`src/hdl/rrs_pkg.sv`:
```
// shared constants, types and decode for the return/rotate/standby executor
package rrs_pkg;

   localparam int INSTR_W = 14;
   localparam int DATA_W  = 8;
   localparam int PC_W    = 13;
   localparam int FADDR_W = 7;
   localparam int APB_AW  = 8;
   localparam int FILE_DEPTH = 128;

   // apb register byte offsets
   localparam logic [APB_AW-1:0] OFS_INSTR  = 8'h00;
   localparam logic [APB_AW-1:0] OFS_ACC    = 8'h04;
   localparam logic [APB_AW-1:0] OFS_STATUS = 8'h08;
   localparam logic [APB_AW-1:0] OFS_STACK  = 8'h0C;
   localparam logic [APB_AW-1:0] OFS_PC     = 8'h10;
   localparam logic [APB_AW-1:0] OFS_FADDR  = 8'h14;
   localparam logic [APB_AW-1:0] OFS_FDATA  = 8'h18;

   // status register bit positions
   localparam int ST_CARRY_BIT  = 0;
   localparam int ST_TO_BIT     = 1;
   localparam int ST_PD_BIT     = 2;
   localparam int ST_ASLEEP_BIT = 3;
   localparam int ST_BUSY_BIT   = 4;

   // reset values
   localparam logic [DATA_W-1:0]  ACC_RST   = 8'h00;
   localparam logic [PC_W-1:0]    PC_RST    = 13'h0000;
   localparam logic [INSTR_W-1:0] INSTR_RST = 14'h0000;
   localparam logic               TO_RST    = 1'b1;
   localparam logic               PD_RST    = 1'b1;

   // instruction encodings and fields
   localparam logic [INSTR_W-1:0] OPC_STANDBY = 14'h0063;
   localparam logic [INSTR_W-1:0] OPC_RETURN  = 14'h0008;
   localparam logic [3:0]         PFX_LITERAL_RETURN_INSTR   = 4'hD;
   localparam logic [5:0]         PFX_RLF     = 6'h0D;
   localparam logic [5:0]         PFX_RRF     = 6'h0C;
   localparam int                 DEST_BIT    = 7;

   // quarter phases per instruction cycle
   localparam logic [1:0] Q_FIRST = 2'h0;
   localparam logic [1:0] Q_LAST  = 2'h3;

   typedef enum logic [2:0]
   {
      OP_NONE    = 3'b000,
      OP_LITERAL_RETURN_INSTR   = 3'b001,
      OP_RETURN  = 3'b010,
      OP_RLF     = 3'b011,
      OP_RRF     = 3'b100,
      OP_STANDBY = 3'b101
   } rrs_op_t;

   typedef enum logic [1:0]
   {
      ST_IDLE   = 2'b00,
      ST_RUN    = 2'b01,
      ST_SECOND = 2'b10,
      ST_SLEEP  = 2'b11
   } rrs_state_t;

   typedef struct packed
   {
      logic              psel;
      logic              penable;
      logic              pwrite;
      logic [APB_AW-1:0] paddr;
      logic [31:0]       pwdata;
   } rrs_apb_req_t;

   typedef struct packed
   {
      logic [31:0] prdata;
      logic        pready;
      logic        pslverr;
   } rrs_apb_rsp_t;

   typedef struct packed
   {
      logic stack_pop;
      logic wdt_count_clear;
      logic wdt_prescale_clear;
      logic osc_stopped;
   } rrs_ctl_t;

   function automatic rrs_op_t rrs_decode(input logic [INSTR_W-1:0] instr);
      rrs_op_t op;
      op = OP_NONE;
      // [RQ8] standby by full opcode
      if (instr == OPC_STANDBY)
         op = OP_STANDBY;
      else if (instr == OPC_RETURN)
         op = OP_RETURN;
      else if (instr[13:10] == PFX_LITERAL_RETURN_INSTR)
         op = OP_LITERAL_RETURN_INSTR;
      else if (instr[13:8] == PFX_RLF)
         op = OP_RLF;
      else if (instr[13:8] == PFX_RRF)
         op = OP_RRF;
      return op;
   endfunction

endpackage

```
`src/hdl/rrs_exec.sv`:
```
// return, rotate and standby executor with apb register access
// Behaviour
// [RQ1] rotate left: carry in, msb out
// [RQ2] destination bit clear: result to accumulator
// [RQ3] destination bit set: result to file
// [RQ4] standby clears the power-down flag
// [RQ5] standby sets the time-expiry flag
// [RQ6] standby clears watchdog counter and prescaler
// [RQ7] standby halts oscillator until wake-up
// [RQ8] standby recognised by its fixed opcode
// [RQ9] literal return: literal, pop, two cycles
// [RQ10] rotate right: carry in msb, lsb out
// [RQ11] return pops at last quarter, then idles; the code first runs a dead second cycle, then goes idle
`timescale 1ns/1ps
module rrs_exec
(
   input  wire logic                  clk_sys,
   input  wire logic                  arst_n,
   input  wire rrs_pkg::rrs_apb_req_t apb_req,
   output rrs_pkg::rrs_apb_rsp_t      apb_rsp,
   input  wire logic                  wake_req,
   output logic [rrs_pkg::PC_W-1:0]   pc,
   output rrs_pkg::rrs_ctl_t          ctl
);
   import rrs_pkg::*;

   typedef struct packed
   {
      rrs_state_t         st;
      logic [1:0]         q;
      logic [INSTR_W-1:0] instr;
      logic [DATA_W-1:0]  acc;
      logic               carry;
      logic               to;
      logic               pd;
      logic [PC_W-1:0]    stack_top;
      logic [PC_W-1:0]    pc;
      logic [FADDR_W-1:0] faddr;
      rrs_apb_rsp_t       rsp;
      rrs_ctl_t           ctl;
   } rrs_core_t;

   logic rst_meta;
   logic rst_n;

   // reset released through two stages
   always_ff @(posedge clk_sys or negedge arst_n)
   begin
      if (!arst_n)
      begin
         rst_meta <= 1'b0;
         rst_n    <= 1'b0;
      end
      else
      begin
         rst_meta <= 1'b1;
         rst_n    <= rst_meta;
      end
   end

   rrs_core_t s_reg;
   rrs_core_t s_next;

   logic               mem_we;
   logic [FADDR_W-1:0] mem_wa;
   logic [DATA_W-1:0]  mem_wd;
   logic [FADDR_W-1:0] mem_ra;
   logic [DATA_W-1:0]  mem_rdata;
   logic [DATA_W-1:0]  rot_value;
   logic               rot_carry;
   logic               busy;
   logic               access;
   logic               mapped;
   logic               ro_ok;
   rrs_op_t            op;

   assign busy   = (s_reg.st != ST_IDLE);
   assign access = apb_req.psel & apb_req.penable;
   assign op     = rrs_decode(s_reg.instr);
   // operand address held stable from issue, so data is ready by q1
   assign mem_ra = busy ? s_reg.instr[FADDR_W-1:0] : s_reg.faddr;

   rrs_file_mem u_rrs_file_mem
   (
      .clk_sys (clk_sys),
      .rst_n   (rst_n),
      .wr_en   (mem_we),
      .wr_addr (mem_wa),
      .wr_data (mem_wd),
      .rd_addr (mem_ra),
      .rd_data (mem_rdata)
   );

   rrs_rotate u_rrs_rotate
   (
      .value_in  (mem_rdata),
      .carry_in  (s_reg.carry),
      .to_right  (op == OP_RRF),
      .value_out (rot_value),
      .carry_out (rot_carry)
   );

   always_comb
   begin
      mapped = (apb_req.paddr == OFS_INSTR)  || (apb_req.paddr == OFS_ACC)
            || (apb_req.paddr == OFS_STATUS) || (apb_req.paddr == OFS_STACK)
            || (apb_req.paddr == OFS_PC)     || (apb_req.paddr == OFS_FADDR)
            || (apb_req.paddr == OFS_FDATA);
      // while executing only status and pc may be read
      ro_ok  = !apb_req.pwrite
            && ((apb_req.paddr == OFS_STATUS) || (apb_req.paddr == OFS_PC));
   end

   always_comb
   begin
      s_next = s_reg;
      s_next.rsp.pready             = 1'b0;
      s_next.ctl.stack_pop          = 1'b0;
      s_next.ctl.wdt_count_clear    = 1'b0;
      s_next.ctl.wdt_prescale_clear = 1'b0;
      mem_we = 1'b0;
      mem_wa = s_reg.faddr;
      mem_wd = apb_req.pwdata[DATA_W-1:0];

      // apb: one wait state, effect at the pready edge
      if (access && !s_reg.rsp.pready)
      begin
         s_next.rsp.pready  = 1'b1;
         s_next.rsp.pslverr = !mapped || (busy && !ro_ok)
                           || (apb_req.pwrite && apb_req.paddr == OFS_PC);
         s_next.rsp.prdata  = '0;
         case (apb_req.paddr)
            OFS_INSTR:  s_next.rsp.prdata[INSTR_W-1:0] = s_reg.instr;
            OFS_ACC:    s_next.rsp.prdata[DATA_W-1:0]  = s_reg.acc;
            OFS_STATUS:
            begin
               s_next.rsp.prdata[ST_CARRY_BIT]  = s_reg.carry;
               s_next.rsp.prdata[ST_TO_BIT]     = s_reg.to;
               s_next.rsp.prdata[ST_PD_BIT]     = s_reg.pd;
               s_next.rsp.prdata[ST_ASLEEP_BIT] = (s_reg.st == ST_SLEEP);
               s_next.rsp.prdata[ST_BUSY_BIT]   = busy;
            end
            OFS_STACK:  s_next.rsp.prdata[PC_W-1:0]    = s_reg.stack_top;
            OFS_PC:     s_next.rsp.prdata[PC_W-1:0]    = s_reg.pc;
            OFS_FADDR:  s_next.rsp.prdata[FADDR_W-1:0] = s_reg.faddr;
            OFS_FDATA:  s_next.rsp.prdata[DATA_W-1:0]  = mem_rdata;
            default:    s_next.rsp.prdata = '0;
         endcase
      end

      if (access && s_reg.rsp.pready && !s_reg.rsp.pslverr && apb_req.pwrite)
      begin
         case (apb_req.paddr)
            OFS_INSTR:
            begin
               s_next.instr = apb_req.pwdata[INSTR_W-1:0];
               s_next.st    = ST_RUN;
               s_next.q     = Q_FIRST;
            end
            OFS_ACC:    s_next.acc       = apb_req.pwdata[DATA_W-1:0];
            OFS_STATUS: s_next.carry     = apb_req.pwdata[ST_CARRY_BIT];
            OFS_STACK:  s_next.stack_top = apb_req.pwdata[PC_W-1:0];
            OFS_FADDR:  s_next.faddr     = apb_req.pwdata[FADDR_W-1:0];
            OFS_FDATA:  mem_we           = 1'b1;
            default:    s_next.faddr     = s_reg.faddr;
         endcase
      end

      case (s_reg.st)
         ST_IDLE:
            s_next.q = Q_FIRST;
         ST_RUN:
         begin
            s_next.q = s_reg.q + 2'h1;
            if (s_reg.q == Q_LAST)
            begin
               s_next.st = ST_IDLE;
               s_next.pc = s_reg.pc + 13'h0001;
               case (op)
                  OP_LITERAL_RETURN_INSTR:
                  begin
                     // [RQ9] literal to accumulator, pop
                     s_next.acc           = s_reg.instr[DATA_W-1:0];
                     s_next.pc            = s_reg.stack_top;
                     s_next.ctl.stack_pop = 1'b1;
                     s_next.st            = ST_SECOND;
                  end
                  OP_RETURN:
                  begin
                     // [RQ11] pop on last quarter
                     s_next.pc            = s_reg.stack_top;
                     s_next.ctl.stack_pop = 1'b1;
                     s_next.st            = ST_SECOND;
                  end
                  OP_RLF, OP_RRF:
                  begin
                     // [RQ1] only carry among flags
                     s_next.carry = rot_carry;
                     if (s_reg.instr[DEST_BIT])
                     begin
                        // [RQ3] back into the file
                        mem_we = 1'b1;
                        mem_wa = s_reg.instr[FADDR_W-1:0];
                        mem_wd = rot_value;
                     end
                     else
                        // [RQ2] into the accumulator
                        s_next.acc = rot_value;
                  end
                  OP_STANDBY:
                  begin
                     // [RQ4] power-down flag cleared
                     s_next.pd = 1'b0;
                     // [RQ5] time-expiry flag set
                     s_next.to = 1'b1;
                     // [RQ6] watchdog and prescaler cleared
                     s_next.ctl.wdt_count_clear    = 1'b1;
                     s_next.ctl.wdt_prescale_clear = 1'b1;
                     // [RQ7] oscillator halted
                     s_next.ctl.osc_stopped = 1'b1;
                     s_next.st              = ST_SLEEP;
                  end
                  default:
                     s_next.st = ST_IDLE;
               endcase
            end
         end
         ST_SECOND:
         begin
            // dead cycle of a two-cycle return
            s_next.q = s_reg.q + 2'h1;
            if (s_reg.q == Q_LAST)
               s_next.st = ST_IDLE;
         end
         ST_SLEEP:
         begin
            // [RQ7] held until the wake-up logic asks
            if (wake_req)
            begin
               s_next.ctl.osc_stopped = 1'b0;
               s_next.st              = ST_IDLE;
            end
         end
         default:
            s_next.st = ST_IDLE;
      endcase
   end

   always_ff @(posedge clk_sys or negedge rst_n)
   begin
      if (!rst_n)
      begin
         s_reg       <= '0;
         s_reg.st    <= ST_IDLE;
         s_reg.instr <= INSTR_RST;
         s_reg.acc   <= ACC_RST;
         s_reg.pc    <= PC_RST;
         s_reg.to    <= TO_RST;
         s_reg.pd    <= PD_RST;
      end
      else
         s_reg <= s_next;
   end

   assign apb_rsp = s_reg.rsp;
   assign pc      = s_reg.pc;
   assign ctl     = s_reg.ctl;

   logic rot_any;
   assign rot_any = s_reg.st == ST_RUN && s_reg.q == Q_LAST
                 && (op == OP_RLF || op == OP_RRF);
endmodule

```
`src/hdl/rrs_file_mem.sv`:
```
// file register store, one write port, registered read
`timescale 1ns/1ps
module rrs_file_mem
(
   input  wire logic                        clk_sys,
   input  wire logic                        rst_n,
   input  wire logic                        wr_en,
   input  wire logic [rrs_pkg::FADDR_W-1:0] wr_addr,
   input  wire logic [rrs_pkg::DATA_W-1:0]  wr_data,
   input  wire logic [rrs_pkg::FADDR_W-1:0] rd_addr,
   output logic      [rrs_pkg::DATA_W-1:0]  rd_data
);
   import rrs_pkg::*;

   typedef struct packed
   {
      logic [FILE_DEPTH-1:0][DATA_W-1:0] cells;
      logic [DATA_W-1:0]                 rdata;
   } rrs_mem_t;

   rrs_mem_t m_reg;
   rrs_mem_t m_next;

   always_comb
   begin
      m_next = m_reg;
      // same-edge write not seen: read gives the old word
      if (wr_en)
         m_next.cells[wr_addr] = wr_data;
      m_next.rdata = m_reg.cells[rd_addr];
   end

   always_ff @(posedge clk_sys or negedge rst_n)
   begin
      if (!rst_n)
         m_reg <= '0;
      else
         m_reg <= m_next;
   end

   assign rd_data = m_reg.rdata;

endmodule

```
`src/hdl/rrs_rotate.sv`:
```
// one-place rotate through carry, either direction
`timescale 1ns/1ps
module rrs_rotate
(
   input  wire logic [rrs_pkg::DATA_W-1:0] value_in,
   input  wire logic                       carry_in,
   input  wire logic                       to_right,
   output logic      [rrs_pkg::DATA_W-1:0] value_out,
   output logic                            carry_out
);
   import rrs_pkg::*;

   always_comb
   begin
      if (to_right)
      begin
         // [RQ10] right through carry
         value_out = {carry_in, value_in[DATA_W-1:1]};
         carry_out = value_in[0];
      end
      else
      begin
         // [RQ1] left through carry
         value_out = {value_in[DATA_W-2:0], carry_in};
         carry_out = value_in[DATA_W-1];
      end
   end

endmodule
```
`config.mk`:
```
export PLATFORM = sky130hd
export DESIGN_NAME = rrs_exec
export DESIGN_NICKNAME = d
export VERILOG_FILES = /design/src/hdl/rrs_pkg.sv /design/src/hdl/rrs_exec.sv /design/src/hdl/rrs_file_mem.sv /design/src/hdl/rrs_rotate.sv
export SDC_FILE = /design/constraint.sdc
export NUM_CORES = 2
export LEC_CHECK = 0
export BUFFER_PORTS_ARGS = -buffer_cell sky130_fd_sc_hd__clkbuf_2
export CAP_MARGIN = 20
export CORE_MARGIN = 8
export CORE_UTILIZATION = 23
export CTS_CLUSTER_SIZE = 14
export DETAILED_ROUTE_END_ITERATION = 8
export SLEW_MARGIN = 20
export SYNTH_ARGS = -nofsm -noshare
export SYNTH_HDL_FRONTEND = slang
export SYNTH_SLANG_ARGS = --single-unit
```
`constraint.sdc`:
```
create_clock -name clk_sys -period 79.5 [get_ports clk_sys]
set_input_delay 15.9 -clock clk_sys [delete_from_list [all_inputs] [get_ports clk_sys]]
set_output_delay 15.9 -clock clk_sys [all_outputs]
set_load 0.05 [all_outputs]
```
* Word-level counts from Yosys, hierarchy flattened *
Index checks and enable logic that the tools add are counted.

storage, ports and cells
  bits in registers = 1,115
  bits in latches = 0
  RAM bits = 0
  bits in read-only memories = 0
  bits of input ports = 46
  word-level logic and storage cells = 270
  memories = 0

operators by class
  $add $sub $neg = 2
  $mul = 0
  divide/modulo/power cells = 0
  magnitude comparators = 3
  eq/ne operators = 23
  shifts and indexed selects = 0
  multiplexer cells = 56
  bitwise operators = 1
  reductions and logical operators = 38

operators by type and width
  kind                                                         count
  bitwise mux 1024 bit                                         1
  two-way mux 8 bit                                            9
  binary-select mux 8 bit (select 7 bit)                       1
  demux 8 bit (select 7 bit)                                   1
  two-way mux 7 bit                                            5
  case mux 5 bit (7 select lines)                              1
  two-way mux 27 bit                                           1
  == test 8 x 5 -> 1 bit (second input constant)               3
  two-way mux 11 bit                                           2
  two-way mux 3 bit                                            7
  two-way mux 18 bit                                           1
  == test 8 x 4 -> 1 bit (second input constant)               2
  less-than comparator 7 x 8 -> 1 bit (second input constant)  2
  case mux 8 bit (2 select lines)                              1
  case mux 5 bit (3 select lines)                              1
  == test 14 x 4 -> 1 bit (second input constant)              1
  == test 14 x 7 -> 1 bit (second input constant)              1
  adder 13 x 1 -> 13 bit (second input constant)               1
  two-way mux 1 bit                                            13
  two-way mux 13 bit                                           1
  == test 6 x 4 -> 1 bit (second input constant)               2
  case mux 2 bit (6 select lines)                              1
  AND reduction 2 bit                                          5
  logical OR 1 bit                                             9
  other kinds (27)                                             51

* Depth between registers and ports, before layout *
  word-level depth = 16
  gate-level depth with buffers = 15
  gate-level depth less buffers = 9

* By module *
From an unflattened synthesis, not the netlist that was laid out.

unflattened totals
  cells, all modules = 3,281
  area total of the unflattened synthesis = 51,943.6 um^2

modules (own cells, without submodules)
  module        instances  cells an instance  area an instance (um^2)  seq. area each (um^2)
  rrs_file_mem  1          2,797              46,733.6                 25,824.8
  rrs_exec      1          474                5,063.6                  2,053.2
  rrs_rotate    1          10                 146.4                    0.0

* Worst setup path after synthesis *
No wires, ideal clock.

  kind = input -> register
  start = in apb_req[32] (netlist name)
  end = reg u_rrs_file_mem.m_reg[400] (netlist name)
  library setup time = 0.125 ns
  arrival time = 18.309 ns
  required time = 79.375 ns
  setup slack = 61.066 ns
  cell stages on the path = 7
  cell sequence = nor4_1 nor4b_2 nand3_1 o31ai_2 nand2_2 nor2_4 mux2_2

on the way
  cells in the longest elaborated chain, start to end = 7

ends and longest elaborated chain
  what                      line                source
  start, declared           rrs_exec.sv:19      input wire rrs_pkg::rrs_apb_req_t apb_req,
  == test 8 x 5 -> 1 bit *  rrs_exec.sv:153     case (apb_req.paddr)
  two-way mux 1 bit *       rrs_exec.sv:153
  two-way mux 1 bit *       rrs_exec.sv:151     if (access && s_reg.rsp.pready && !s_reg.rsp.pslverr && apb_req.pwrite)
  two-way mux 1 bit         rrs_exec.sv:199     if (s_reg.instr[DEST_BIT])
  two-way mux 1 bit         rrs_exec.sv:179     case (op)
  two-way mux 1 bit         rrs_exec.sv:175     if (s_reg.q == Q_LAST)
  two-way mux 1 bit *       rrs_exec.sv:169     case (s_reg.st)
  end signal, assigned      rrs_file_mem.sv:38  m_reg <= m_next;
  end, declared             rrs_file_mem.sv:21  rrs_mem_t m_reg;

Every way passes the cells marked *; elsewhere a longest branch is shown, timed or not.
A chain may end at the register's enable or synchronous reset.

* Worst setup path in the final report *
  start = in apb_req[36] (netlist name)
  end = reg u_rrs_file_mem.m_reg[861] (netlist name)

The elaborated chain is that of the path after synthesis.

==> results.sh <==
export IMPL_status="completed"
export IMPL_whs_ns=0.316
export IMPL_largest_register_ff_count=1024
export IMPL_r2r_cells=11
export IMPL_ys_top_cells_by_area="dfrtp_1, mux2_2, mux4_2"
export IMPL_drv_slew=0
export IMPL_r2r_start="s_reg[98]$_DFF_PN0_"
export IMPL_cts_sinks=1114
export IMPL_p_switching_w=0.000292
export IMPL_post_synth_top_count_cell="dfrtp_1"
export IMPL_ys_flop_type="dfrtp_1"
export IMPL_grt_usage_pct=11.7
export IMPL_period_share_pct=24.2
export IMPL_worst_path_max_fanout=26
export IMPL_drive_gt1_share_pct=25.0
export IMPL_vias=34206
export IMPL_grt_max_degree=169
export IMPL_synthArstFlopShare_pct=100
export IMPL_hold_buffers=0
export IMPL_antenna_found_initial=3
export IMPL_ys_types=68
export IMPL_cp_data_required_time_ns=80.11
export IMPL_setup_viol=0
export IMPL_synth_seq_area_share_pct=54.5
export IMPL_synth_edff_count=0
export IMPL_detailed_place_hpwl_um=89000
export IMPL_switching_share_pct=24.3
export IMPL_relSlewSlack_pct=15.5
export IMPL_vias_per_cell=4.73
export IMPL_startpoint_type="input pin"
export IMPL_post_cts_buffers=0
export IMPL_yosys_warnings=0
export IMPL_cts_buffers=119
export IMPL_hold_viol_final=0
export IMPL_cts_root_buffer_cell="clkbuf_16"
export IMPL_nets=4205
export IMPL_die_h_um=488
export IMPL_clk_pin_slew_ns=0.06
export IMPL_h_tree_depth=3
export IMPL_p_seq_share_pct=47.6
export IMPL_arrival_ns=19.83
export IMPL_post_cts_resize_count=0
export IMPL_synth_top_cell_area_share_pct=54.4
export IMPL_synthCells=4258
export IMPL_crit_type="in2reg"
export IMPL_ant_nets=0
export IMPL_clk_latency_ns=0.74
export IMPL_rsz0062_at_grt="no"
export IMPL_syn2layout_area_growth_pct=14.2
export IMPL_synth_largest_area_cell="dfrtp_1"
export IMPL_die_width_um=488
export IMPL_power_share_clock_pct=47.0
export IMPL_period_needed_ns=19.22
export IMPL_routed_wl_um=143000
export IMPL_overflow=0
export IMPL_ys_ff_latch=1114
export IMPL_reg2reg_to="u_rrs_file_mem.rd_data[1]$_DFF_PN0_"
export IMPL_cts_tree="built"
export IMPL_grt_pass1_vias=34574
export IMPL_seqCellArea_um2=27900
export IMPL_rrSetupSlack_ns=73.72
export IMPL_cap_violations=0
export IMPL_holdCritPathClass="reg2async"
export IMPL_placementRows=173
export IMPL_avgSynthCellArea_um2=12.0
export IMPL_grt_pass1_wl_um=220000
export IMPL_place_congestion=0.831
export IMPL_multi_input_area_um2=21900
export IMPL_timing_setup_tns_ns=0
export IMPL_tightest_slew_ns=1.26
export IMPL_dieArea_um2=238000
export IMPL_drtIter0Drc=2947
export IMPL_coreArea_um2=222000
export IMPL_power_frac_comb_pct=5.5
export IMPL_internal_power_w=0.000910
export IMPL_cts_max_path_buffers=3
export IMPL_drc=0
export IMPL_fin_ws_ns=60.28
export IMPL_io_buffers=60
export IMPL_leakagePower_nw=26.6
export IMPL_vdd_ir_drop_max_uv=18.2
export IMPL_dp_slack_ns=59.60
export IMPL_fmax_mhz=52.0
export IMPL_wire_per_inst_um=19.8
export IMPL_io_pins=97
export IMPL_synth_commonest_cells="dfrtp_1, nand2_1, o21ai_0"
export IMPL_firstDrtPassIters=5
export IMPL_powerDensity_nw_per_um2=20.6
export IMPL_p_total_w=0.00120
export IMPL_initial_core_util_pct=23.1
export IMPL_clock_skew_ns=0.0313
export IMPL_syn_area_um2=51200
export IMPL_end_kind="register"
export IMPL_n_fill_cell=22972
==> critical path, stage by stage <==
cell and delay [ns]:
clkbuf_2 0.58, nand2_1 0.14, nor4b_2 0.78, nand3_1 0.26, o22ai_2 0.58, nand2_1 0.40
nor2_1 0.77, mux2_2 0.41
==> cell type report <==
class | count | share of cell area (%)
inverters | 11 | 0.0707
repair buffers | 128 | 1.48
multi-input cells | 2778 | 37.4
flip-flops and latches | 1114 | 47.7
clock buffers | 187 | 6.20
well taps | 2975 | 6.37
diodes | 1 | 0.00428
clock inverters | 35 | 0.707
==> cell usage in the layout (no fill, tap or decap), types with 31 or more instances in the layout <==
cell	count
o221ai_1	95
o22ai_1	43
mux2i_1	239
nor2_1	72
mux2_1	90
mux2_2	507
mux4_2	149
o21ai_0	530
dfrtp_1	1112
clkbuf_16	119
buf_4	63
clkbuf_8	39
nand2_1	648
nor2_2	31
nand3_1	97
clkbuf_2	60
==> worst max path at each step <==
stage,start,endpoint,slack (ns),cells after the start
floorplan,rst_n$_DFF_PN0_,apb_rsp[0]$_DFFE_PN0P_,46.15,0
CTS,apb_req[36],u_rrs_file_mem.m_reg[833]$_DFFE_PN0P_,60.39,8
global route,apb_req[36],u_rrs_file_mem.m_reg[838]$_DFFE_PN0P_,60.01,8
global placement,apb_req[36],u_rrs_file_mem.m_reg[861]$_DFFE_PN0P_,59.65,8
finish,apb_req[36],u_rrs_file_mem.m_reg[861]$_DFFE_PN0P_,60.28,8
detailed placement,apb_req[36],u_rrs_file_mem.m_reg[832]$_DFFE_PN0P_,59.60,8
==> logic make-up (layout without fill, tap and decap cells) <==
kind of cell | Yosys count | count (layout) | share of synthesized area, %
flops | 1114 | 1114 | 54.5
compound gates | 815 | 815 | 9.54
mux | 989 | 989 | 24.5
xor+xnor | 10 | 10 | 0.171
buf+inv | 383 | 361 | 3.29
simple gates | 938 | 938 | 7.85
fa+ha+maj | 7 | 7 | 0.171
other cells | 2 | 20 | 0.0147
==> power by group through the flow <==
stage | combinational (W) | sequential [W] | clock [W]
final | 0.0000659 | 0.000572 | 0.000565
after global placement | 0.0000647 | 0.000582 | 0
after detailed placement | 0.0000656 | 0.000582 | 0
after CTS | 0.0000657 | 0.000572 | 0.000575
after floorplan | 0.0000317 | 0.000590 | 0
after global routing | 0.0000704 | 0.000572 | 0.000600
==> layer usage <==
metal  vias to the layer above  share of wire, %  track usage [%]
li1                      15119                 -                -
met1                     17709                46             16.5
met2                      1089                45             18.1
met3                       285               6.0             2.03
met4                         4               3.7             4.28
met5                         -             0.015                0
==> per-stage QoR <==
| stage | instances | area (µm²) | util [%] |
|---|---|---|---|
| finish | 7229 | 58400 | 26.4 |
| global route | 7229 | 58400 | 26.4 |
| CTS | 7228 | 58400 | 26.4 |
| detailed placement | 7006 | 54400 | 24.5 |
| global placement | 7006 | 54400 | 24.5 |
| floorplan | 4275 | 51200 | - |
No activity file was read; power rests on OpenSTA's default activity.
